### config.mk
export PLATFORM = sky130hd
export DESIGN_NAME = pxb_crossbar
export DESIGN_NICKNAME = d
export VERILOG_FILES = /design/src/pxb_pkg.sv /design/src/pxb_crossbar.sv
export SDC_FILE = /design/constraint.sdc
export NUM_CORES = 2
export LEC_CHECK = 0
export BUFFER_PORTS_ARGS = -buffer_cell sky130_fd_sc_hd__buf_2
export CORE_MARGIN = 5
export CORE_UTILIZATION = 49
export DETAILED_ROUTE_END_ITERATION = 10
export PLACE_DENSITY = 0.69
export SLEW_MARGIN = 10
export SYNTH_ARGS = -nofsm -noshare
export SYNTH_HDL_FRONTEND = slang
export SYNTH_SLANG_ARGS = --single-unit
### constraint.sdc
create_clock -name clk_i -period 0.8 [get_ports clk_i]
set_input_delay 0.08 -clock clk_i [delete_from_list [all_inputs] [get_ports clk_i]]
set_output_delay 0.08 -clock clk_i [all_outputs]
set_load 0.005 [all_outputs]
### src/pxb_pkg.sv
// constants shared by the priority pin crossbar
package pxb_pkg;

  // pin counts: three byte ports plus a five bit port
  localparam int unsigned NUM_PINS  = 29;
  localparam int unsigned XBAR_PINS = 20;
  localparam int unsigned NUM_SIG   = 17;
  localparam int unsigned OWN_W     = 5;

  // pin owner codes: 0 is general purpose, 1..17 is signal index plus one
  localparam logic [4:0] OWN_NONE = 5'h00;
  localparam logic [4:0] OWN_TX   = 5'h12;
  localparam logic [4:0] OWN_RX   = 5'h13;

  // fixed serial port pins
  localparam int unsigned UART_TX_PIN = 4;
  localparam int unsigned UART_RX_PIN = 5;

  // route_select_low field positions
  localparam int unsigned LOW_UART   = 0;
  localparam int unsigned LOW_SPI    = 1;
  localparam int unsigned LOW_SMB    = 2;
  localparam int unsigned LOW_SYSCLK = 3;
  localparam int unsigned LOW_CP0    = 4;
  localparam int unsigned LOW_CP0A   = 5;
  localparam int unsigned LOW_CP1    = 6;
  localparam int unsigned LOW_CP1A   = 7;

  // route_select_high field positions
  localparam int unsigned HIGH_CMP_LSB = 0;
  localparam int unsigned HIGH_EXT_CNT = 3;
  localparam int unsigned HIGH_T0      = 4;
  localparam int unsigned HIGH_T1      = 5;
  localparam int unsigned HIGH_ON      = 6;
  localparam int unsigned HIGH_PUD     = 7;

  // ext_irq_pin_config field positions
  localparam int unsigned IRQ_A_SEL_LSB = 0;
  localparam int unsigned IRQ_A_POL     = 3;
  localparam int unsigned IRQ_B_SEL_LSB = 4;
  localparam int unsigned IRQ_B_POL     = 7;

  // peripheral signals in crossbar priority order
  localparam int unsigned SIG_SCK       = 0;
  localparam int unsigned SIG_MISO      = 1;
  localparam int unsigned SIG_MOSI      = 2;
  localparam int unsigned SIG_SLAVE_SEL = 3;
  localparam int unsigned SIG_SDA       = 4;
  localparam int unsigned SIG_SCL       = 5;
  localparam int unsigned SIG_CP0       = 6;
  localparam int unsigned SIG_CP0A      = 7;
  localparam int unsigned SIG_CP1       = 8;
  localparam int unsigned SIG_CP1A      = 9;
  localparam int unsigned SIG_SYSCLK    = 10;
  localparam int unsigned SIG_CMP_OUT0  = 11;
  localparam int unsigned SIG_EXT_CNT   = 14;
  localparam int unsigned SIG_T0        = 15;
  localparam int unsigned SIG_T1        = 16;

  // values held during reset: digital inputs, weak pullups on, no drive
  localparam logic [28:0] RST_PAD_OE  = 29'h00000000;
  localparam logic [28:0] RST_PAD_OUT = 29'h1FFFFFFF;
  localparam logic [28:0] RST_PULLUP  = 29'h1FFFFFFF;
  localparam logic [28:0] RST_RX_EN   = 29'h1FFFFFFF;
  localparam logic [28:0] RST_READ    = 29'h00000000;
  localparam logic [16:0] RST_PIN_IN  = 17'h00000;

endpackage : pxb_pkg

### src/pxb_crossbar.sv
// priority pin crossbar: pin allocation, pad control and pin read-back
module pxb_crossbar (
  // clock and reset
  input  wire logic                         clk_i,
  input  wire logic                         rst_n_i,
  // configuration
  input  wire logic [pxb_pkg::NUM_PINS-1:0] pin_skip_mask_i,
  input  wire logic [pxb_pkg::NUM_PINS-1:0] pin_input_mode_i,
  input  wire logic [pxb_pkg::NUM_PINS-1:0] pin_output_mode_i,
  input  wire logic [7:0]                   route_select_low_i,
  input  wire logic [7:0]                   route_select_high_i,
  input  wire logic [1:0]                   slave_select_mode_i,
  input  wire logic [7:0]                   ext_irq_pin_config_i,
  input  wire logic [pxb_pkg::NUM_PINS-1:0] port_latch_i,
  // peripheral side
  input  wire logic [pxb_pkg::NUM_SIG-1:0]  periph_out_i,
  input  wire logic [pxb_pkg::NUM_SIG-1:0]  periph_oe_i,
  output logic      [pxb_pkg::NUM_SIG-1:0]  periph_in_o,
  input  wire logic                         serial_tx_line_i,
  output logic                              serial_rx_line_o,
  output logic                              ext_irq_a_o,
  output logic                              ext_irq_b_o,
  // pad side
  input  wire logic [pxb_pkg::NUM_PINS-1:0] pad_in_i,
  output logic      [pxb_pkg::NUM_PINS-1:0] pad_out_o,
  output logic      [pxb_pkg::NUM_PINS-1:0] pad_oe_o,
  output logic      [pxb_pkg::NUM_PINS-1:0] pad_pullup_o,
  output logic      [pxb_pkg::NUM_PINS-1:0] pad_rx_en_o,
  // status
  output logic      [pxb_pkg::NUM_PINS-1:0] port_read_o,
  output logic [pxb_pkg::XBAR_PINS-1:0][pxb_pkg::OWN_W-1:0] pin_owner_o
);

  logic                        xbar_on;
  logic                        pud;
  logic                        uart_en;
  logic [pxb_pkg::NUM_SIG-1:0] sig_en;
  logic [1:0]                  cmp_cnt;

  logic [pxb_pkg::XBAR_PINS-1:0][pxb_pkg::OWN_W-1:0] nxt_owner;
  logic [pxb_pkg::XBAR_PINS-1:0][pxb_pkg::OWN_W-1:0] owner_ff;
  logic [pxb_pkg::XBAR_PINS-1:0]                     occ;
  logic                                              found;

  logic [pxb_pkg::NUM_PINS-1:0] nxt_pad_out;
  logic [pxb_pkg::NUM_PINS-1:0] nxt_pad_oe;
  logic [pxb_pkg::NUM_PINS-1:0] nxt_pullup;
  logic [pxb_pkg::NUM_PINS-1:0] nxt_rx_en;
  logic [pxb_pkg::NUM_PINS-1:0] nxt_read;
  logic [pxb_pkg::NUM_SIG-1:0]  nxt_periph_in;
  logic                         nxt_rx_line;
  logic                         nxt_irq_a;
  logic                         nxt_irq_b;
  logic [pxb_pkg::NUM_PINS-1:0] pad_out_ff;
  logic [pxb_pkg::NUM_PINS-1:0] pad_oe_ff;
  logic [pxb_pkg::NUM_PINS-1:0] pullup_ff;
  logic [pxb_pkg::NUM_PINS-1:0] rx_en_ff;
  logic [pxb_pkg::NUM_PINS-1:0] read_ff;
  logic [pxb_pkg::NUM_SIG-1:0]  periph_in_ff;
  logic                         rx_line_ff;
  logic                         irq_a_ff;
  logic                         irq_b_ff;

  // interrupt pin pick: digital pins only, level compared to polarity
  function automatic logic irq_hit(input logic [2:0] sel, input logic pol,
                                   input logic [7:0] lvl, input logic [7:0] dig);
    irq_hit = dig[sel] && (lvl[sel] == pol);
  endfunction

  assign xbar_on = route_select_high_i[pxb_pkg::HIGH_ON];
  assign pud     = route_select_high_i[pxb_pkg::HIGH_PUD];
  assign uart_en = route_select_low_i[pxb_pkg::LOW_UART];
  assign cmp_cnt = route_select_high_i[pxb_pkg::HIGH_CMP_LSB +: 2];

  // per-signal requests; whole peripherals except SPI slave select (not in 3-wire mode) and comparator outputs (by count)
  always_comb begin
    sig_en                       = '0;
    sig_en[pxb_pkg::SIG_SCK]     = route_select_low_i[pxb_pkg::LOW_SPI];
    sig_en[pxb_pkg::SIG_MISO]    = route_select_low_i[pxb_pkg::LOW_SPI];
    sig_en[pxb_pkg::SIG_MOSI]    = route_select_low_i[pxb_pkg::LOW_SPI];
    sig_en[pxb_pkg::SIG_SLAVE_SEL] = route_select_low_i[pxb_pkg::LOW_SPI]
                                     && (slave_select_mode_i != 2'h0);
    sig_en[pxb_pkg::SIG_SDA]     = route_select_low_i[pxb_pkg::LOW_SMB];
    sig_en[pxb_pkg::SIG_SCL]     = route_select_low_i[pxb_pkg::LOW_SMB];
    sig_en[pxb_pkg::SIG_CP0]     = route_select_low_i[pxb_pkg::LOW_CP0];
    sig_en[pxb_pkg::SIG_CP0A]    = route_select_low_i[pxb_pkg::LOW_CP0A];
    sig_en[pxb_pkg::SIG_CP1]     = route_select_low_i[pxb_pkg::LOW_CP1];
    sig_en[pxb_pkg::SIG_CP1A]    = route_select_low_i[pxb_pkg::LOW_CP1A];
    sig_en[pxb_pkg::SIG_SYSCLK]  = route_select_low_i[pxb_pkg::LOW_SYSCLK];
    sig_en[pxb_pkg::SIG_CMP_OUT0]   = (cmp_cnt != 2'h0);
    sig_en[pxb_pkg::SIG_CMP_OUT0+1] = (cmp_cnt[1] == 1'b1);
    sig_en[pxb_pkg::SIG_CMP_OUT0+2] = (cmp_cnt == 2'h3);
    sig_en[pxb_pkg::SIG_EXT_CNT]    = route_select_high_i[pxb_pkg::HIGH_EXT_CNT];
    sig_en[pxb_pkg::SIG_T0]      = route_select_high_i[pxb_pkg::HIGH_T0];
    sig_en[pxb_pkg::SIG_T1]      = route_select_high_i[pxb_pkg::HIGH_T1];
  end

  // priority allocation over the crossbar pins
  always_comb begin
    found     = 1'b0;
    occ       = pin_skip_mask_i[pxb_pkg::XBAR_PINS-1:0];
    nxt_owner = '0;
    if (uart_en) begin
      occ[pxb_pkg::UART_TX_PIN]       = 1'b1;
      occ[pxb_pkg::UART_RX_PIN]       = 1'b1;
      nxt_owner[pxb_pkg::UART_TX_PIN] = pxb_pkg::OWN_TX;
      nxt_owner[pxb_pkg::UART_RX_PIN] = pxb_pkg::OWN_RX;
    end
    for (int s = 0; s < pxb_pkg::NUM_SIG; s++) begin
      found = 1'b0;
      if (sig_en[s]) begin
        for (int p = 0; p < pxb_pkg::XBAR_PINS; p++) begin
          if (!found && !occ[p]) begin
            nxt_owner[p] = 5'(s + 1);
            occ[p]       = 1'b1;
            found        = 1'b1;
          end
        end
      end
    end
    if (!xbar_on) begin
      nxt_owner = '0;
    end
  end

  // pad control for every pin
  always_comb begin
    logic [pxb_pkg::OWN_W-1:0] own;
    logic                      val;
    logic                      req;
    logic                      smb;
    logic                      od;
    logic                      drv;
    own           = pxb_pkg::OWN_NONE;
    val           = 1'b0;
    req           = 1'b0;
    smb           = 1'b0;
    od            = 1'b0;
    drv           = 1'b0;
    nxt_pad_out   = '0;
    nxt_pad_oe    = '0;
    nxt_pullup    = '0;
    nxt_rx_en     = '0;
    nxt_periph_in = '0;
    for (int p = 0; p < pxb_pkg::NUM_PINS; p++) begin
      own = pxb_pkg::OWN_NONE;
      if (p < pxb_pkg::XBAR_PINS) begin
        own = nxt_owner[p[4:0]];
      end
      val = port_latch_i[p];
      req = 1'b1;
      smb = 1'b0;
      if (own == pxb_pkg::OWN_TX) begin
        val = serial_tx_line_i;
      end else if (own == pxb_pkg::OWN_RX) begin
        req = 1'b0;
      end else if (own != pxb_pkg::OWN_NONE) begin
        val = periph_out_i[own - 5'h01];
        req = periph_oe_i[own - 5'h01];
        smb = (own == 5'(pxb_pkg::SIG_SDA + 1)) || (own == 5'(pxb_pkg::SIG_SCL + 1));
        nxt_periph_in[own - 5'h01] = pad_in_i[p] & pin_input_mode_i[p];
      end
      od  = !pin_output_mode_i[p] || smb;
      drv = xbar_on && pin_input_mode_i[p] && req && (!od || !val);
      nxt_pad_out[p] = val;
      nxt_pad_oe[p]  = drv;
      nxt_pullup[p]  = pin_input_mode_i[p] && !pud && (!xbar_on || od) && !drv;
      nxt_rx_en[p]   = pin_input_mode_i[p];
    end
  end

  always_comb begin
    nxt_read    = pad_in_i & pin_input_mode_i;
    nxt_rx_line = 1'b1;
    if (uart_en && xbar_on) begin
      nxt_rx_line = pad_in_i[pxb_pkg::UART_RX_PIN] & pin_input_mode_i[pxb_pkg::UART_RX_PIN];
    end
    nxt_irq_a = irq_hit(ext_irq_pin_config_i[pxb_pkg::IRQ_A_SEL_LSB +: 3],
                        ext_irq_pin_config_i[pxb_pkg::IRQ_A_POL],
                        pad_in_i[7:0], pin_input_mode_i[7:0]);
    nxt_irq_b = irq_hit(ext_irq_pin_config_i[pxb_pkg::IRQ_B_SEL_LSB +: 3],
                        ext_irq_pin_config_i[pxb_pkg::IRQ_B_POL],
                        pad_in_i[7:0], pin_input_mode_i[7:0]);
  end

  // every output registered; settings take hold at the next edge
  always_ff @(posedge clk_i or negedge rst_n_i) begin
    if (!rst_n_i) begin
      owner_ff     <= '0;
      pad_out_ff   <= pxb_pkg::RST_PAD_OUT;
      pad_oe_ff    <= pxb_pkg::RST_PAD_OE;
      pullup_ff    <= pxb_pkg::RST_PULLUP;
      rx_en_ff     <= pxb_pkg::RST_RX_EN;
      read_ff      <= pxb_pkg::RST_READ;
      periph_in_ff <= pxb_pkg::RST_PIN_IN;
      rx_line_ff   <= 1'b1;
      irq_a_ff     <= 1'b0;
      irq_b_ff     <= 1'b0;
    end else begin
      owner_ff     <= nxt_owner;
      pad_out_ff   <= nxt_pad_out;
      pad_oe_ff    <= nxt_pad_oe;
      pullup_ff    <= nxt_pullup;
      rx_en_ff     <= nxt_rx_en;
      read_ff      <= nxt_read;
      periph_in_ff <= nxt_periph_in;
      rx_line_ff   <= nxt_rx_line;
      irq_a_ff     <= nxt_irq_a;
      irq_b_ff     <= nxt_irq_b;
    end
  end

  assign pin_owner_o      = owner_ff;
  assign pad_out_o        = pad_out_ff;
  assign pad_oe_o         = pad_oe_ff;
  assign pad_pullup_o     = pullup_ff;
  assign pad_rx_en_o      = rx_en_ff;
  assign port_read_o      = read_ff;
  assign periph_in_o      = periph_in_ff;
  assign serial_rx_line_o = rx_line_ff;
  assign ext_irq_a_o      = irq_a_ff;
  assign ext_irq_b_o      = irq_b_ff;

  // pins carrying a routed signal other than the fixed serial pair
  logic [pxb_pkg::XBAR_PINS-1:0] routed;
  for (genvar g = 0; g < pxb_pkg::XBAR_PINS; g++) begin : g_routed
    assign routed[g] = (owner_ff[g] != pxb_pkg::OWN_NONE) && (owner_ff[g] < pxb_pkg::OWN_TX);
  end
endmodule : pxb_crossbar

==> key figures, run 1 <==
Yosys
  • Combinational family with the most area after synthesis: compound AO/OA/AOI/OAI gates
  • Number of library cell types mapped by synthesis: 131
  • Synth Area in Adders: 0.0605
  • Yosys top cell area share: 0.116
  • Post-synthesis sequential area ratio: 0.176
  • FFs w/ async S/R, synth: 1.00
  • Primary FF master, synth: dfrtp_1
  • Mux cell area share after synthesis: 0.136
  • Cell taking the most area after synthesis: dfrtp_1
  • Syn Nets: 5222
  • Ys Warns: 0
  • Top post-synthesis cells by area: dfrtp_1 (12%), mux4_2 (9.0%), dfstp_2 (6.0%)
  • Cell Area, Synth: 38200 µm²
  • #FFs+latches synth: 265
  • Post-Synth Simple-Gate Area: 0.235
  • Compound-gate portion of the synthesized area: 0.329
  • XOR/XNOR Fraction of Synth Area: 0.0103
  • Mean Syn Cell Area: 7.88 µm²
  • Number of synthesized flops with an enable pin: 0
  • Gate Count Post-Synth: 4855

Global route
  • GRT Resource Usage Total: 0.733
  • GRT overflow: 160
  • Pin count of the biggest net entering global routing: 75

Floorplan
  • DIE HEIGHT: 289 µm
  • I/O pins: 473
  • Starting density of the core: 0.494
  • Number of core rows: 102
  • Die X: 289 µm

Placed design
  • Area after DPL: 59400 µm²
  • GPL Wtd Cong: 1.09
  • Post-DP HPWL: 166000 µm
  • Port bufs: 462
  • Inst Count DP: 8299

STA
  • GR repair worst EP: pad_pullup_o[19]$_DFF_PN1_/D
  • Worst_ep kind: register data pin

Outcome
  • Status: did not finish
  • Err: [ERROR GRT-0232] Routing congestion too high. Check the congestion heatmap in the GUI.
  • Last step reached: global routing

Clock tree
  • CTS Root Cell: clkbuf_16
  • CTS H-tree depth: 1
  • Max Root-Sink Buffers: 3
  • Clock sink count: 265
  • Num CTS Buffers: 26
==> repair_timing <==
item,in CTS
pin swaps,123
hold buffers,76
cloned,4
gates resized for setup,404
buffers inserted,84
endpoints found under the setup margin,453
hold endpoints to repair,374
==> cells in the mapped netlist, drive strengths merged, types with 109 or more instances <==
library cell  number
dfrtp            177
a21oi            293
o211ai           112
clkbuf           216
o21ai            328
mux4             153
nor3             155
nor2             409
inv              168
mux2i            141
a31oi            109
nand3            204
ha               159
nand2            499
==> layer usage <==
| metal | GRT overflow | global-route usage |
|---|---|---|
| met1 | 8 | 0.776 |
| met2 | 83 | 0.864 |
| met3 | 11 | 0.600 |
| met4 | 58 | 0.635 |
| met5 | 0 | 0.407 |
==> logic make-up after synthesis <==
group | after synthesis
AO/OA/AOI/OAI | 1737
XOR/XNOR | 45
adder cells (fa/ha/maj) | 191
buffers and inverters | 485
flip-flops | 265
multiplexers | 323
AND/OR/NAND/NOR | 1809
==> through the flow <==
step	setup slack, ns	hold WS [ns]	TNS (ns)
global placement	-7.54	-0.0751	-933.39
detailed placement	-7.85	-0.0718	-957.99
CTS	-6.66	-0.177	-885.27
floorplan	-7.21	-0.216	-824.89
==> run 2, diff against run 1 <==
--- a/config.mk
+++ b/config.mk
@@ -7,9 +7,9 @@
 export LEC_CHECK = 0
 export BUFFER_PORTS_ARGS = -buffer_cell sky130_fd_sc_hd__buf_2
 export CORE_MARGIN = 5
-export CORE_UTILIZATION = 49
+export CORE_UTILIZATION = 34
 export DETAILED_ROUTE_END_ITERATION = 10
-export PLACE_DENSITY = 0.69
+export PLACE_DENSITY_LB_ADDON = 0.15
 export SLEW_MARGIN = 10
 export SYNTH_ARGS = -nofsm -noshare
 export SYNTH_HDL_FRONTEND = slang
==> run 2 against run 1 <==
  * The flow now finishes, with violations (hold timing, setup timing)
  * Area after synthesis unchanged
  * Synthesized cell count unchanged
==> key figures, run 2 <==
Outcome
  • Status: complete, but fails checks
  • Failing checks: hold timing, setup timing

Floorplan
  • Starting density of the core: 0.341
  • Core Region: 112000 µm²
  • Number of core rows: 123
  • DIE HEIGHT: 345 µm
  • I/O pins: 473
  • Die outline area: 119000 µm²
  • Die X: 345 µm

Critical path
  • CP Capture Type: flop
  • Worst Path Buf+Inv: 8
  • CP max FO: 8
  • Critical Path Stages: 39
  • Critical Path AT: 8.11 ns
  • Start point of the critical path: pin_skip_mask_i[1]
  • CP peak stage delay: 0.52 ns
  • CP delay by family, top: compound AO/OA/AOI/OAI gates
  • Worst EP required: 1.32 ns
  • Element type at the critical path start: primary input
  • CP endpoint: pad_pullup_o[19]$_DFF_PN1_
  • WS Path Type: primary input to flop
  • CP max-delay cell: or4_4
  • CP most frequent cell: buf_6

Finish
  • Area Growth Syn to Fin: 79.6%
  • Layout cells sized above 1: 0.547
  • Register area: 6740 µm²
  • Core Util, Final: 0.613
  • Commonest cells after routing, fill and taps aside: buf_4 (2365), nand2_1 (463), buf_2 (452)
  • Multi-input gate area: 34100 µm²
  • Most common cell after layout, fill and taps aside: buf_4
  • Number of flip-flops in the largest register: 100
  • Nets: 8071
  • Layout fillers: 10056

STA
  • WHS: -0.197 ns
  • Fmax: 132 MHz
  • Worst slew pin tran: 1.21 ns
  • Fin crit period: 7.59 ns
  • Final Hold Viols: 27
  • Final setup fails: 463
  • Tcrit/Tclk final: 9.49
  • Worst setup margin: -6.79 ns
  • Unrepaired setup endpoints after global routing: true
  • Slew Viols, Final: 0
  • Slew HR: 0.190

Placed design
  • GPL Wtd Cong: 1.04
  • Post-DP HPWL: 178000 µm
  • Port bufs: 462

Yosys
  • Gate Count Post-Synth: 4855
  • Post-synthesis sequential area ratio: 0.176
  • #FFs+latches synth: 265
  • Top post-synthesis cells by area: dfrtp_1 (12%), mux4_2 (9.0%), dfstp_2 (6.0%)
  • Primary FF master, synth: dfrtp_1
  • Number of synthesized flops with an enable pin: 0
  • Ys Warns: 0
  • Cell taking the most area after synthesis: dfrtp_1
  • Synth top cells by count: nand2_1 (497), nor2_1 (404), a21oi_1 (283)
  • Syn Nets: 5222
  • Mean Syn Cell Area: 7.88 µm²
  • Top-count cell post-synth: nand2_1
  • FFs w/ async S/R, synth: 1.00
  • Cell Area, Synth: 38200 µm²
  • Number of library cell types mapped by synthesis: 131
  • Yosys top cell area share: 0.116

Global route
  • Vias in the first global route: 52154
  • Pin count of the biggest net entering global routing: 46
  • GRT Resource Usage Total: 0.344
  • GRT overflow: 0
  • Antenna violations before repair: 13
  • First-pass GRT wire length: 322000 µm

Clock tree
  • CTS Root Cell: clkbuf_16
  • Worst-path clk slew: 0.06 ns
  • Num CTS Buffers: 27
  • CTS H-tree depth: 1
  • CTS tree: yes
  • Hold bufs inserted after CTS: 82
  • Clock sink count: 265
  • Max Root-Sink Buffers: 3

Routing
  • Vias/cell: 5.74
  • 1st-iter DRT viols: 5189
  • Vias after detailed routing: 53007
  • Routed WL: 218000 µm
  • DR WL/cell: 23.6 µm
  • DRC errors left: 0
  • Post-route ant nets: 0
  • DRT Pass-1 Iters: 6

Pwr
  • Leakage power: 0.0309 µW
  • Worst IR drop on VDD: 1580 µV
  • Cell Pwr Density: 1650 nW/µm²

Hold path
  • Worst hold-check path type: primary input to flop
  • Hold path depth: 3
  • Hold_sp: pin_output_mode_i[5]

Run
  • Maxcap violations: 0
## run 2: cell counts after synthesis
No cell type changed its count.
## run 2: final cells by class
type	instances	area share
clock buffers	34	0.0108
diodes	10	0.000364
inverters	176	0.0104
multi-input cells	4107	0.497
clock inverters	16	0.00321
flip-flops and latches	265	0.0982
repair buffers	3127	0.352
well taps	1500	0.0273
## run 2: metal layers
metal  part of all wire  track usage  wire length, µm
met3               0.10       0.0842            22000
met4              0.031       0.0920             6850
met1               0.43        0.478            94500
met5            0.00018            0               40
met2               0.43        0.536            94400
## run 2: metrics by stage
stage               cell area (µm²)  worst slack, ns  total power, µW  std cells  setup TNS [ns]
floorplan                     40100            -7.21            49100       4855         -824.89
global placement              61400            -7.76            85900       8896         -963.77
detailed placement            61400            -7.88            86300       8896         -977.27
CTS                           67500            -6.58           109000       9186         -876.44
global route                  68600            -7.03           119000       9228         -945.98
finish                        68700            -6.79           113000       9235         -900.04
## run 2: logic make-up (layout without fill, tap and decap cells)
group	Yosys count	after routing	share of synthesized area
compound gates	1737	1737	0.329
fa+ha+maj	191	191	0.0605
flops	265	265	0.176
xor+xnor	45	45	0.0103
simple gates	1809	1811	0.235
buf+inv	485	3353	0.0530
mux	323	323	0.136
other cells	0	10	0
## run 2: worst min path at each step
| stage | to |
|---|---|
| floorplan | ext_irq_a_o$_DFF_PN0_ |
| global placement | pin_owner_o[1]$_DFF_PN0_ |
| detailed placement | pin_owner_o[26]$_DFF_PN0_ |
| CTS | pad_pullup_o[5]$_DFF_PN1_ |
| global route | pad_pullup_o[5]$_DFF_PN1_ |
| finish | pad_pullup_o[5]$_DFF_PN1_ |
## run 2: repair_timing
action,in CTS,in global routing
gates cloned,3,0
pin swaps,194,91
endpoints found under the hold margin,393,25
setup buffers,161,42
gates resized for setup,681,187
setup endpoints to repair,456,463
## run 2: power by group
group	switching (µW)	total [µW]	leakage [µW]	internal, µW
sequential	603	16000	0.00330	15400
combinational	43000	83400	0.0271	40400
clock	5810	13800	0.000465	7940
Power figures use the tool's default switching activity.
